$ cat config.mk
export PLATFORM = sky130hd
export DESIGN_NAME = i2csa_slave
export DESIGN_NICKNAME = d
export VERILOG_FILES = /design/src/i2csa_slave.v /design/src/i2csa_sync.v /design/src/i2csa_regfile.v
export VERILOG_INCLUDE_DIRS = /design/src /design/src/src
export SDC_FILE = /design/constraint.sdc
export NUM_CORES = 1
export LEC_CHECK = 0
export ABC_AREA = 0
export BUFFER_PORTS_ARGS = -buffer_cell sky130_fd_sc_hd__buf_2
export CORE_MARGIN = 4
export CORE_UTILIZATION = 55
export DETAILED_ROUTE_END_ITERATION = 8
export GPL_TIMING_DRIVEN = 0
export MAX_ROUTING_LAYER = met4
export PLACE_DENSITY = 0.72
export SYNTH_ARGS = -nofsm -noshare
export SYNTH_HDL_FRONTEND = slang
export SYNTH_SLANG_ARGS = --single-unit
$ cat constraint.sdc
create_clock -name clk_sys -period 3.9 [get_ports clk_sys]
set_input_delay 0.585 -clock clk_sys [delete_from_list [all_inputs] [get_ports clk_sys]]
set_output_delay 0.585 -clock clk_sys [all_outputs]
set_load 0.005 [all_outputs]
$ cat src/i2csa_map.vh
// Constants for the strap-addressed two-wire slave
`ifndef I2CSA_MAP_VH
`define I2CSA_MAP_VH

// Address byte base and strap codes
`define I2CSA_ADDR_BASE     8'h90
`define I2CSA_STRAP_SUPPLY  2'h0
`define I2CSA_STRAP_GROUND  2'h1
`define I2CSA_STRAP_CLOCK   2'h2
`define I2CSA_STRAP_DATA    2'h3

// Byte framing
`define I2CSA_BITS_PER_BYTE 4'h8
`define I2CSA_CNT_ZERO      4'h0
`define I2CSA_CNT_ONE       4'h1

// Register-select byte fields
`define I2CSA_SEL_HI        6
`define I2CSA_SEL_LO        3
`define I2CSA_CH_HI         2
`define I2CSA_CH_LO         1
`define I2CSA_CH_OK         2'h0

// Byte kinds inside an access
`define I2CSA_KIND_ADDR     2'h0
`define I2CSA_KIND_SEL      2'h1
`define I2CSA_KIND_DATA     2'h2

// Widths and resets
`define I2CSA_REG_AW        4
`define I2CSA_REG_WORDS     16
`define I2CSA_BYTE_RST      8'h00
`define I2CSA_SEL_RST       4'h0
`define I2CSA_SYNC_RST      4'hf

`endif

$ cat src/i2csa_slave.v
// Two-wire bus slave with strap-selected address and register store
`timescale 1ns/1ns
`default_nettype none
`include "i2csa_map.vh"

module i2csa_slave (
  input  wire                     clk_sys,
  input  wire                     rst_n,
  input  wire                     scl_in,
  input  wire                     sda_in,
  output wire                     sda_out,
  output wire                     sda_oe,
  input  wire                     addr_strap_high,
  input  wire                     addr_strap_low,
  input  wire                     rx_ready,
  output reg                      wr_valid_q,
  output reg  [`I2CSA_REG_AW-1:0] wr_addr_q,
  output reg  [7:0]               wr_data_q,
  output reg                      bus_busy_q,
  output reg                      addressed_q,
  output reg                      dir_read_q
);

  localparam [4:0] S_IDLE  = 5'h01;
  localparam [4:0] S_RX    = 5'h02;
  localparam [4:0] S_ACK   = 5'h04;
  localparam [4:0] S_TX    = 5'h08;
  localparam [4:0] S_TXACK = 5'h10;

  // Strap code from what the pin was seen to do during the address byte
  function [1:0] strap_code;
    input seen_low;
    input seen_high;
    input diff_scl;
    begin
      if (!seen_low) begin
        strap_code = `I2CSA_STRAP_SUPPLY;
      end else if (!seen_high) begin
        strap_code = `I2CSA_STRAP_GROUND;
      end else if (!diff_scl) begin
        strap_code = `I2CSA_STRAP_CLOCK;
      end else begin
        strap_code = `I2CSA_STRAP_DATA;
      end
    end
  endfunction

  wire [3:0] clean;
  reg        scl_q;
  reg        sda_q;

  i2csa_sync u_sync (
    .clk_sys  (clk_sys),
    .rst_n    (rst_n),
    .async_in ({addr_strap_low, addr_strap_high, sda_in, scl_in}),
    .clean_q  (clean)
  );

  wire scl_now  = clean[0];
  wire sda_now  = clean[1];
  wire strap_h  = clean[2];
  wire strap_l  = clean[3];

  wire scl_rise = scl_now & ~scl_q;
  wire scl_fall = ~scl_now & scl_q;
  wire start_ev = scl_now & scl_q & sda_q & ~sda_now;
  wire stop_ev  = scl_now & scl_q & ~sda_q & sda_now;

  reg [4:0]               state_q;
  reg [1:0]               kind_q;
  reg [3:0]               cnt_q;
  reg [7:0]               shift_q;
  reg                     oe_q;
  reg                     ack_q;
  reg                     tx_go_q;
  reg [`I2CSA_REG_AW-1:0] sel_q;
  reg [1:0]               h_flags_q;
  reg [1:0]               l_flags_q;
  reg                     h_dscl_q;
  reg                     l_dscl_q;
  wire [7:0]              rd_data;

  i2csa_regfile u_regs (
    .clk_sys   (clk_sys),
    .rst_n     (rst_n),
    .wr_en     (wr_valid_q),
    .wr_addr   (wr_addr_q),
    .wr_data   (wr_data_q),
    .rd_addr   (sel_q),
    .rd_data_q (rd_data)
  );

  wire [1:0] code_h   = strap_code(h_flags_q[0], h_flags_q[1], h_dscl_q);
  wire [1:0] code_l   = strap_code(l_flags_q[0], l_flags_q[1], l_dscl_q);
  wire [7:0] own_addr = `I2CSA_ADDR_BASE + {3'h0, code_h, code_l, 1'b0};
  wire       addr_hit = (shift_q[7:1] == own_addr[7:1]);

  // Limitation: the pull changes about five cycles after the pin clock falls,
  // so the master must keep the clock low for at least six system cycles
  // slave only pulls low, never makes conditions
  assign sda_out = 1'b0;
  assign sda_oe  = oe_q;

  always @(posedge clk_sys) begin
    if (!rst_n) begin
      scl_q <= 1'b1;
      sda_q <= 1'b1;
    end else begin
      scl_q <= scl_now;
      sda_q <= sda_now;
    end
  end

  // watch straps between START and the address decision
  always @(posedge clk_sys) begin
    if (!rst_n || start_ev) begin
      h_flags_q <= 2'h0;
      l_flags_q <= 2'h0;
      h_dscl_q  <= 1'b0;
      l_dscl_q  <= 1'b0;
    end else if (state_q == S_RX && kind_q == `I2CSA_KIND_ADDR) begin
      h_flags_q <= h_flags_q | {strap_h, ~strap_h};
      l_flags_q <= l_flags_q | {strap_l, ~strap_l};
      h_dscl_q  <= h_dscl_q | (strap_h ^ scl_now);
      l_dscl_q  <= l_dscl_q | (strap_l ^ scl_now);
    end
  end

  always @(posedge clk_sys) begin
    if (!rst_n) begin
      state_q     <= S_IDLE;
      kind_q      <= `I2CSA_KIND_ADDR;
      cnt_q       <= `I2CSA_CNT_ZERO;
      shift_q     <= `I2CSA_BYTE_RST;
      oe_q        <= 1'b0;
      ack_q       <= 1'b0;
      tx_go_q     <= 1'b0;
      sel_q       <= `I2CSA_SEL_RST;
      wr_valid_q  <= 1'b0;
      wr_addr_q   <= `I2CSA_SEL_RST;
      wr_data_q   <= `I2CSA_BYTE_RST;
      bus_busy_q  <= 1'b0;
      addressed_q <= 1'b0;
      dir_read_q  <= 1'b0;
    end else begin
      wr_valid_q <= 1'b0;
      if (start_ev) begin
        bus_busy_q  <= 1'b1;
        state_q     <= S_RX;
        kind_q      <= `I2CSA_KIND_ADDR;
        cnt_q       <= `I2CSA_CNT_ZERO;
        oe_q        <= 1'b0;
        addressed_q <= 1'b0;
      end else if (stop_ev) begin
        bus_busy_q  <= 1'b0;
        state_q     <= S_IDLE;
        oe_q        <= 1'b0;
        addressed_q <= 1'b0;
      end else begin
        case (state_q)
          S_IDLE: begin
            oe_q <= 1'b0;
          end
          S_RX: begin
            if (scl_rise) begin
              shift_q <= {shift_q[6:0], sda_now};
              cnt_q   <= cnt_q + `I2CSA_CNT_ONE;
            end else if (scl_fall && cnt_q == `I2CSA_BITS_PER_BYTE) begin
              cnt_q <= `I2CSA_CNT_ZERO;
              if (kind_q == `I2CSA_KIND_ADDR) begin
                if (addr_hit) begin
                  addressed_q <= 1'b1;
                  dir_read_q  <= shift_q[0];
                  tx_go_q     <= shift_q[0];
                  kind_q      <= `I2CSA_KIND_SEL;
                  ack_q       <= 1'b1;
                  oe_q        <= 1'b1;
                  state_q     <= S_ACK;
                end else begin
                  state_q <= S_IDLE;
                end
              end else if (kind_q == `I2CSA_KIND_SEL) begin
                // register select, channel must be zero
                sel_q   <= shift_q[`I2CSA_SEL_HI:`I2CSA_SEL_LO];
                ack_q   <= (shift_q[`I2CSA_CH_HI:`I2CSA_CH_LO] == `I2CSA_CH_OK);
                oe_q    <= (shift_q[`I2CSA_CH_HI:`I2CSA_CH_LO] == `I2CSA_CH_OK);
                kind_q  <= `I2CSA_KIND_DATA;
                state_q <= S_ACK;
              end else begin
                ack_q   <= rx_ready;
                oe_q    <= rx_ready;
                state_q <= S_ACK;
                if (rx_ready) begin
                  wr_valid_q <= 1'b1;
                  wr_addr_q  <= sel_q;
                  wr_data_q  <= shift_q;
                end
              end
            end
          end
          S_ACK: begin
            // hold low for the whole slot; on its falling edge release, or drive the first read bit
            if (scl_fall) begin
              if (!ack_q) begin
                oe_q    <= 1'b0;
                state_q <= S_IDLE;
              end else if (tx_go_q) begin
                // First read bit goes out right after the address ack
                shift_q <= {rd_data[6:0], 1'b0};
                oe_q    <= ~rd_data[7];
                cnt_q   <= `I2CSA_CNT_ONE;
                state_q <= S_TX;
              end else begin
                oe_q    <= 1'b0;
                state_q <= S_RX;
              end
            end
          end
          S_TX: begin
            // change data only while clock low
            if (scl_fall) begin
              if (cnt_q == `I2CSA_BITS_PER_BYTE) begin
                oe_q    <= 1'b0;
                state_q <= S_TXACK;
              end else begin
                oe_q    <= ~shift_q[7];
                shift_q <= {shift_q[6:0], 1'b0};
                cnt_q   <= cnt_q + `I2CSA_CNT_ONE;
              end
            end
          end
          S_TXACK: begin
            // master ack sampled on rising clock
            if (scl_rise) begin
              ack_q <= ~sda_now;
            end else if (scl_fall) begin
              if (ack_q) begin
                shift_q <= {rd_data[6:0], 1'b0};
                oe_q    <= ~rd_data[7];
                cnt_q   <= `I2CSA_CNT_ONE;
                state_q <= S_TX;
              end else begin
                oe_q    <= 1'b0;
                state_q <= S_IDLE;
              end
            end
          end
          default: begin
            state_q <= S_IDLE;
            oe_q    <= 1'b0;
          end
        endcase
      end
    end
  end

endmodule // i2csa_slave
`default_nettype wire

$ cat src/i2csa_sync.v
// Three-stage input synchroniser with agreement filter
`timescale 1ns/1ns
`default_nettype none
`include "i2csa_map.vh"

module i2csa_sync (
  input  wire       clk_sys,
  input  wire       rst_n,
  input  wire [3:0] async_in,
  output reg  [3:0] clean_q
);

  reg [3:0] meta_q;
  reg [3:0] s2_q;
  reg [3:0] s3_q;

  // Lines idle high through pull-ups, so reset to ones
  always @(posedge clk_sys) begin
    if (!rst_n) begin
      meta_q  <= `I2CSA_SYNC_RST;
      s2_q    <= `I2CSA_SYNC_RST;
      s3_q    <= `I2CSA_SYNC_RST;
      clean_q <= `I2CSA_SYNC_RST;
    end else begin
      meta_q  <= async_in;
      s2_q    <= meta_q;
      s3_q    <= s2_q;
      // A change counts only once stages two and three agree
      clean_q <= ((s2_q ~^ s3_q) & s2_q) | ((s2_q ^ s3_q) & clean_q);
    end
  end

endmodule // i2csa_sync
`default_nettype wire

$ cat src/i2csa_regfile.v
// Sixteen-byte register store with registered read data
`timescale 1ns/1ns
`default_nettype none
`include "i2csa_map.vh"

module i2csa_regfile (
  input  wire                     clk_sys,
  input  wire                     rst_n,
  input  wire                     wr_en,
  input  wire [`I2CSA_REG_AW-1:0] wr_addr,
  input  wire [7:0]               wr_data,
  input  wire [`I2CSA_REG_AW-1:0] rd_addr,
  output reg  [7:0]               rd_data_q
);

  reg [7:0] mem [0:`I2CSA_REG_WORDS-1];

  always @(posedge clk_sys) begin
    if (wr_en) begin
      mem[wr_addr] <= wr_data;
    end
  end

  // Contents are not cleared by reset; only the read port is
  always @(posedge clk_sys) begin
    if (!rst_n) begin
      rd_data_q <= `I2CSA_BYTE_RST;
    end else begin
      rd_data_q <= mem[rd_addr];
    end
  end

endmodule // i2csa_regfile
`default_nettype wire

==> results.py, run 1 <==
metrics = {
    "status": {
        "outcome": "finished, final reports clean",
    },
    "clocking": {
        "cts_tree": "done",
        "cts.path.max_buffers": 3,
        "clkTransAtPathRegs_ns": 0.06,
        "cts_buffers": 21,
        "cts_root_buffer": "clkbuf_16",
        "cts_num_sinks": 201,
        "ctsResizeCount": 0,
        "cts_max_level": 1,
        "clock_latency_ns": 0.48,
        "cts_setup_buffers": 0,
        "cts_hold_buffers": 0,
    },
    "pwr": {
        "power.clock.fraction": 0.447,
        "leakage_nw": 2.73,
        "comb_power_share": 0.021,
        "p_seq_frac": 0.531,
        "p_int_mw": 3.43,
        "switchingPower_mw": 0.826,
        "p_sw_frac": 0.194,
        "vdd_drop_max_mv": 0.392,
        "p_per_area_nw_per_um2": 465,
    },
    "yosys": {
        "ys_ff_latch": 201,
        "syn_avg_cell_area_um2": 15.0,
        "synth_top_flop_cell": "edfxtp_1",
        "synth.distinct_cells": 62,
        "synthCells": 543,
        "synthesis.area_um2": 8130,
        "synth_edf_count": 128,
        "synthArstFlopShare": 0,
        "yosysSeqAreaShare": 0.652,
        "synthesis.nets": 556,
        "yosysWarnings": 0,
    },
    "critical_path": {
        "end_kind": "flop",
        "crit_family": "multiplexers",
        "critPathLaunch": "sel_q[0]$_SDFFE_PN0P_",
        "cp.buffers_inverters": 2,
        "required_ns": 4.28,
        "criticalPathCategory": "flop to flop",
        "path_common_cell": "mux4_2",
        "slowest_delay_ns": 0.59,
        "critPathSlowestCell": "mux4_2",
        "worstPathArrival_ns": 2.94,
        "r2r-start": "sel_q[0]$_SDFFE_PN0P_",
        "crit_chain": "clkbuf_1 > buf_2 > mux4_2 > mux4_2 > and2_1",
        "path_max_fanout": 10,
        "worst_setup_path_start_kind": "flop",
    },
    "sta": {
        "clock.fmax_ghz": 0.390,
        "finalHoldViolCount": 0,
        "fin_worst_skew_ns": 0.00901,
        "fin_crit_ns": 2.56,
        "max_slew.worst_pin.slew_ns": 1.30,
        "setup_tns_ns": 0,
        "setup_ws_ns": 1.34,
        "hold_slack_ns": 0.283,
        "timing.final.crit_share": 0.658,
        "slew_headroom": 0.127,
        "setup_violations": 0,
        "finalMaxSlewViolations": 0,
        "rsz0062_at_grt": "false",
    },
    "die": {
        "dieArea_um2": 16800,
        "rows": 44,
        "die_w_um": 130,
        "ioPinCount": 25,
        "core_um2": 14500,
        "die_y_um": 130,
        "start_util": 0.559,
    },
    "drt": {
        "vias": 4699,
        "viasPerCell": 5.97,
        "wl_met2_um": 8370,
        "m1WireLength_um": 6990,
        "finalWirelength_um": 17000,
        "antenna_left": 0,
        "top_layer": "met4",
        "drtIter0Drc": 348,
        "routedWlPerCell_um": 21.6,
        "wl_met3_um": 1150,
        "drc": 0,
        "first_pass_iters": 5,
    },
    "grt": {
        "antenna_found_initial": 0,
        "grt_usage": 0.224,
        "grt_max_degree": 19,
        "grt_pass1_wl_um": 27400,
        "overflow": 0,
        "grt_pass1_vias": 4826,
    },
    "placed_design": {
        "hpwl_um": 11200,
        "placed_area_um2": 8480,
        "place_congestion": 0.870,
        "place_ws_ns": 1.29,
        "port_buffers": 23,
    },
    "final_layout": {
        "num_antenna_cells": 0,
        "final_cell_mix": "edfxtp_1 (128), dfxtp_1 (73), mux4_2 (40)",
        "num-fill-cells": 1098,
        "stdcell_area_um2": 9150,
        "syn_to_final_growth_pct": 12.5,
        "nNetsFinal": 602,
        "final_layout_size_suffix_gt1_frac": 0.199,
        "final_common_cell": "edfxtp_1",
    },
    "flow_run": {
        "max_cap_violations": 0,
    },
    "worst_hold_path": {
        "hp-start": "sda_in",
        "hold_class": "input port to flop",
    },
}
-- stage by stage --
stage                     power, mW  cells  utilization
after global routing           4.40    787        0.629
after global placement         2.39    750        0.583
final                          4.26    787        0.629
after detailed placement       2.40    750        0.583
after CTS                      4.29    787        0.629
after floorplan                2.37    543            -
-- path summary, 6_finish.rpt --
check                                                 endpoint  slack [ns]  cells after the start
worst max-delay path            u_regs.rd_data_q[0]$_SDFF_PN0_        1.34                      5
worst min-delay path               u_sync.meta_q[1]$_SDFF_PN1_        0.28                      2
worst min register to register       u_sync.s2_q[0]$_SDFF_PN1_        0.41                      1
worst max register to register  u_regs.rd_data_q[0]$_SDFF_PN0_        1.34                      5
-- sequential cells by signal, indices dropped and copies added, names as in the netlist, 2 cells and up --
register	flops
sel_q	4
kind_q	2
cnt_q	4
u_sync.meta_q	4
u_regs.rd_data_q	8
u_regs.mem	128
u_sync.s3_q	4
h_flags_q	2
wr_data_q	8
state_q	5
wr_addr_q	4
shift_q	8
u_sync.s2_q	4
l_flags_q	2
u_sync.clean_q	4
-- worst register-to-register path, stage by stage (launching register included) --
cell and delay (ns):
dfxtp_1 0.31, clkbuf_1 0.43, buf_2 0.44, mux4_2 0.60
mux4_2 0.50, and2_1 0.18
-- power groups by stage --
stage	clock, mW	combinational [mW]	sequential, mW
6_report	1.90	0.0914	2.26
2_1_floorplan	0	0.0669	2.30
3_5_place_dp	0	0.0902	2.31
4_1_cts	1.94	0.0906	2.26
3_3_place_gp	0	0.0877	2.31
5_1_grt	2.03	0.103	2.26
-- cells in the mapped netlist (10+ instances only) --
library cell | number | area share
nor2_1 | 31 | 0.014
nand2b_1 | 21 | 0.016
dfxtp_1 | 73 | 0.18
clkbuf_1 | 14 | 0.0065
a21oi_1 | 13 | 0.0080
nand2_1 | 31 | 0.014
edfxtp_1 | 128 | 0.47
mux4_2 | 40 | 0.11
nor2b_1 | 21 | 0.016
nor3_1 | 10 | 0.0062
nand3_1 | 21 | 0.013
mux2i_1 | 21 | 0.026
-- cell families after synthesis --
kind of cell | after synthesis | share of synthesized area
adder cells (fa/ha/maj) | 6 | 0.00923
flip-flops | 201 | 0.652
AND/OR/NAND/NOR | 177 | 0.121
multiplexers | 61 | 0.137
buffers and inverters | 35 | 0.0214
AO/OA/AOI/OAI | 56 | 0.0515
other | 1 | 0.000461
XOR/XNOR | 6 | 0.00739
-- final cells by class --
class	count	area (um2)	share of cell area
Clock inverter	7	57.6	0.00629
Sequential cell	201	5310	0.580
Multi-Input combinational cell	307	2660	0.290
Buffer	27	144	0.0157
Timing Repair Buffer	23	115	0.0126
Inverter	8	30.0	0.00328
Clock buffer	30	609	0.0666
Tap cell	184	230	0.0252
-- per-layer routing --
metal	vias up	GRT usage
met1	2351	0.292
met2	164	0.361
li1	2150	-
met4	0	0.0703
met3	34	0.0408
met5	-	-
(Power assumes the default switching activity.)
==> run 2: changes to the inputs <==
PLACE_DENSITY = 0.75   (was 0.72)
clock period = 2.3 ns   (was 3.9 ns; I/O delays follow)
==> results.py, run 2 (synthesis gave the netlist of run 1 again) <==
metrics = {
    "final_layout": {
        "nNetsFinal": 601,
        "largest_reg_flops": 128,
        "stdcell_area_um2": 9310,
        "top_register": "u_regs.mem",
        "syn_to_final_growth_pct": 14.5,
        "final_common_cell": "edfxtp_1",
        "fin_util": 0.640,
        "final_layout_size_suffix_gt1_frac": 0.226,
        "final_cell_mix": "edfxtp_1 (128), dfxtp_1 (70), mux4_2 (40)",
        "num_antenna_cells": 0,
    },
    "grt": {
        "grt_max_degree": 19,
        "grt_pass1_vias": 4780,
        "grt_pass1_wl_um": 26900,
        "grt_usage": 0.220,
        "antenna_found_initial": 0,
        "overflow": 0,
    },
    "pwr": {
        "leakage_nw": 2.80,
        "power.clock.fraction": 0.470,
        "vdd_drop_max_mv": 0.824,
        "p_seq_frac": 0.509,
        "switchingPower_mw": 1.45,
        "p_int_mw": 6.09,
        "comb_power_share": 0.021,
        "p_sw_frac": 0.193,
        "p_per_area_nw_per_um2": 811,
    },
    "clocking": {
        "cts_max_level": 1,
        "cts_hold_buffers": 0,
        "cts_buffers": 21,
        "clkTransAtPathRegs_ns": 0.06,
        "clock_latency_ns": 0.49,
        "cts_tree": "done",
        "cts_num_sinks": 201,
        "cts_root_buffer": "clkbuf_16",
        "cts.path.max_buffers": 3,
    },
    "placed_design": {
        "port_buffers": 23,
        "place_ws_ns": -0.325,
        "place_congestion": 0.864,
        "placed_area_um2": 8480,
        "hpwl_um": 11200,
    },
    "die": {
        "start_util": 0.559,
        "die_w_um": 130,
        "ioPinCount": 25,
        "core_um2": 14500,
        "rows": 44,
        "dieArea_um2": 16800,
        "die_y_um": 130,
    },
    "critical_path": {
        "critPathSlowestCell": "mux4_2",
        "criticalPathCategory": "flop to flop",
        "path_common_cell": "mux4_2",
        "end_kind": "flop",
        "cp.buffers_inverters": 2,
        "crit_family": "multiplexers",
        "required_ns": 2.69,
        "reg2reg_to": "u_regs.rd_data_q[1]$_SDFF_PN0_",
        "r2r-start": "sel_q[1]$_SDFFE_PN0P_",
        "path_max_fanout": 10,
        "worstPathArrival_ns": 2.65,
        "slowest_delay_ns": 0.51,
        "crit_chain": "clkbuf_1 > clkbuf_2 > mux4_2 > mux4_2 > and2_1",
        "worst_setup_path_start_kind": "flop",
        "ff2ff_path_depth": 5,
        "reg2reg_setup_slack_ns": 0.04,
    },
    "sta": {
        "rsz0062_at_grt": "true",
        "finalHoldViolCount": 0,
        "fin_crit_ns": 2.26,
        "setup_tns_ns": 0,
        "slew_headroom": 0.179,
        "timing.final.crit_share": 0.984,
        "clock.fmax_ghz": 0.442,
        "finalMaxSlewViolations": 0,
        "fin_worst_skew_ns": 0.0109,
        "setup_ws_ns": 0.0360,
        "setup_violations": 0,
        "max_slew.worst_pin.slew_ns": 1.22,
    },
    "drt": {
        "first_pass_iters": 5,
        "drc": 0,
        "drtIter0Drc": 367,
        "viasPerCell": 6.01,
        "finalWirelength_um": 17100,
        "vias": 4720,
        "antenna_left": 0,
        "routedWlPerCell_um": 21.8,
    },
    "status": {
        "outcome": "finished, final reports clean",
    },
    "worst_hold_path": {
        "whs_path_depth": 2,
        "hold_end": "u_sync.meta_q[1]$_SDFF_PN1_",
        "hp-start": "sda_in",
        "hold_class": "input port to flop",
    },
    "flow_run": {
        "max_cap_violations": 0,
    },
}
==> run 2: timing repair <==
item | in CTS | in global routing
cloned | 0 | 0
setup endpoints to repair | 16 | 25
endpoints found under the hold margin | 0 | 0
buffers inserted | 0 | 1
pin swaps | 0 | 2
gates resized for setup | 7 | 16
==> run 2: cell type report <==
| type | count | area [um2] |
|---|---|---|
| Sequential cell | 201 | 5310 |
| Clock buffer | 29 | 619 |
| Tap cell | 184 | 230 |
| Clock inverter | 8 | 115 |
| Multi-Input combinational cell | 307 | 2740 |
| Timing Repair Buffer | 24 | 123 |
| Inverter | 8 | 30.0 |
| Buffer | 25 | 146 |
| Fill cell | 1037 | 5230 |
==> run 2: metal layers <==
metal	wire, um	track usage
met5	0	-
met4	427	0.0666
met3	1090	0.0334
met2	8780	0.363
met1	6820	0.285
==> run 2: power groups by stage <==
stage / Sequential [mW] / Combinational, mW / Clock (mW)
floorplan: 3.91 / 0.113 / 0
global placement: 3.91 / 0.147 / 0
detailed placement: 3.91 / 0.152 / 0
CTS: 3.83 / 0.153 / 3.61
global route: 3.84 / 0.177 / 3.78
finish: 3.84 / 0.159 / 3.55
==> run 2: worst max-delay path by stage <==
stage	from	to	slack, ns	depth (start not counted)
after floorplan	sel_q[0]$_SDFFE_PN0P_	u_regs.rd_data_q[0]$_SDFF_PN0_	0.14	5
after global placement	sel_q[0]$_SDFFE_PN0P_	u_regs.rd_data_q[1]$_SDFF_PN0_	-0.30	5
after detailed placement	sel_q[0]$_SDFFE_PN0P_	u_regs.rd_data_q[1]$_SDFF_PN0_	-0.33	5
after CTS	sel_q[1]$_SDFFE_PN0P_	u_regs.rd_data_q[4]$_SDFF_PN0_	0.02	5
after global routing	scl_q$_SDFF_PN1_	cnt_q[2]$_SDFFE_PP0P_	-0.04	6
final	sel_q[1]$_SDFFE_PN0P_	u_regs.rd_data_q[1]$_SDFF_PN0_	0.04	5
==> run 2: metrics by stage <==
stage               instances  hold WS [ns]  power [mW]
global route              786        0.0249        7.80
detailed placement        750         0.397        4.06
finish                    786        0.0394        7.55
floorplan                 543         0.386        4.02
CTS                       786        0.0260        7.59
global placement          750         0.389        4.06
==> run 3: changes to the inputs <==
GPL_TIMING_DRIVEN = not set   (was 0)
==> results.py, run 3 (synthesis gave the netlist of run 1 again) <==
metrics = {
    "status": {
        "outcome": "finished, final reports clean",
    },
    "final_layout": {
        "final_cell_mix": "edfxtp_1 (128), dfxtp_1 (72), mux4_2 (40)",
        "num-fill-cells": 1028,
        "syn_to_final_growth_pct": 14.0,
        "top_register": "u_regs.mem",
        "largest_reg_flops": 128,
        "final_layout_size_suffix_gt1_frac": 0.235,
        "num_antenna_cells": 0,
        "nNetsFinal": 614,
        "final_common_cell": "edfxtp_1",
    },
    "clocking": {
        "cts_max_level": 1,
        "cts_root_buffer": "clkbuf_16",
        "cts_tree": "done",
        "cts_setup_buffers": 0,
        "cts_buffers": 21,
        "clkTransAtPathRegs_ns": 0.06,
        "clock_latency_ns": 0.49,
        "cts_num_sinks": 201,
        "cts.path.max_buffers": 3,
    },
    "pwr": {
        "power.clock.fraction": 0.430,
        "comb_power_share": 0.023,
        "p_sw_frac": 0.208,
        "switchingPower_mw": 1.46,
        "vdd_drop_max_mv": 0.714,
        "p_per_area_nw_per_um2": 757,
        "p_int_mw": 5.56,
        "leakage_nw": 2.82,
        "p_seq_frac": 0.547,
    },
    "critical_path": {
        "cp.buffers_inverters": 3,
        "end_kind": "flop",
        "critPathSlowestCell": "o221ai_1",
        "path_max_fanout": 14,
        "required_ns": 2.68,
        "crit_family": "compound AO/OA/AOI/OAI gates",
        "crit_chain": "buf_4 > nor3b_1 > a22oi_1 > o221ai_1 > nor3_4 > buf_4 > buf_4 > o211a_1",
        "slowest_delay_ns": 0.47,
        "worstPathArrival_ns": 2.53,
        "path_common_cell": "buf_4",
        "criticalPathCategory": "flop to flop",
        "worst_setup_path_start_kind": "flop",
    },
    "grt": {
        "grt_max_degree": 35,
        "grt_pass1_vias": 4839,
        "antenna_found_initial": 0,
        "grt_pass1_wl_um": 27400,
        "grt_usage": 0.218,
        "overflow": 0,
    },
    "die": {
        "die_y_um": 130,
        "start_util": 0.559,
        "dieArea_um2": 16800,
        "die_w_um": 130,
        "ioPinCount": 25,
        "rows": 44,
        "core_um2": 14500,
    },
    "drt": {
        "drc": 0,
        "routedWlPerCell_um": 21.2,
        "first_pass_iters": 7,
        "antenna_left": 0,
        "viasPerCell": 5.94,
        "finalWirelength_um": 16900,
        "vias": 4738,
        "drtIter0Drc": 371,
    },
    "flow_run": {
        "max_cap_violations": 0,
    },
    "sta": {
        "setup_violations": 0,
        "slew_headroom": 0.584,
        "max_slew.worst_pin.slew_ns": 0.623,
        "finalMaxSlewViolations": 0,
        "timing.final.crit_share": 0.934,
        "fin_crit_ns": 2.15,
        "rsz0062_at_grt": "false",
        "setup_tns_ns": 0,
        "fin_worst_skew_ns": 0.00663,
        "setup_ws_ns": 0.152,
        "finalHoldViolCount": 0,
        "clock.fmax_ghz": 0.465,
    },
    "placed_design": {
        "port_buffers": 23,
        "hpwl_um": 11000,
        "place_congestion": 0.856,
        "place_ws_ns": 0.189,
    },
    "worst_hold_path": {
        "hold_class": "input port to flop",
    },
}
## run 3: cell count changes in the layout (fill, tap and decap cells not counted), moves of 3 or more
cell and delta:
buf_4 +29, nor3_1 +5, clkbuf_1 -9, nor3_2 -4, clkbuf_2 -4, clkinv_1 +5
bufinv_16 -3
## run 3: final timing paths
check / start / end / slack, ns / depth (start not counted)
setup reg to reg: state_q[2]$_SDFFE_PP0P_ / shift_q[4]$_SDFFE_PN0P_ / 0.15 / 8
hold / removal: addr_strap_high / u_sync.meta_q[2]$_SDFF_PN1_ / 0.04 / 2
setup / recovery: state_q[2]$_SDFFE_PP0P_ / shift_q[4]$_SDFFE_PN0P_ / 0.15 / 8
hold reg to reg: u_sync.meta_q[3]$_SDFF_PN1_ / u_sync.s2_q[3]$_SDFF_PN1_ / 0.40 / 1
## run 3: through the flow
stage	std cells	hold slack (ns)	utilization	total power, mW	area [um2]
final	798	0.0355	0.638	7.01	9270
after global routing	798	0.0256	0.638	7.25	9270
after CTS	798	0.0257	0.637	7.05	9260
after detailed placement	762	0.395	0.596	4.07	8660
after global placement	762	0.388	0.596	4.06	8660
after floorplan	543	0.386	-	4.02	8130
## run 3: routing by layer
metal | global-route usage | routed length [um] | up-vias
li1 | - | - | 2169
met1 | 0.291 | 7060 | 2395
met2 | 0.360 | 8650 | 148
met3 | 0.0350 | 923 | 26
met4 | 0.0428 | 297 | 0
met5 | - | 0 | -
## run 3: power groups by stage
stage	Sequential [mW]	Combinational (mW)	Clock, mW
global placement	3.91	0.151	0
detailed placement	3.91	0.157	0
CTS	3.84	0.158	3.06
floorplan	3.91	0.113	0
finish	3.84	0.159	3.02
global route	3.84	0.174	3.24
## run 3: cell type report
cell class	instances	area, um2	area share
Timing Repair Buffer	62	445	0.0480
Multi-Input combinational cell	307	2660	0.287
Tap cell	184	230	0.0248
Clock buffer	25	541	0.0583
Clock inverter	11	58.8	0.00634
Sequential cell	201	5310	0.572
Inverter	8	30.0	0.00324
## run 3: repair_timing
| item | 4_1_cts | 5_1_grt |
|---|---|---|
| endpoints found under the setup margin | 0 | 2 |
| hold buffers | 0 | 0 |
| gates resized for setup | 0 | 1 |
| endpoints found under the hold margin | 0 | 0 |
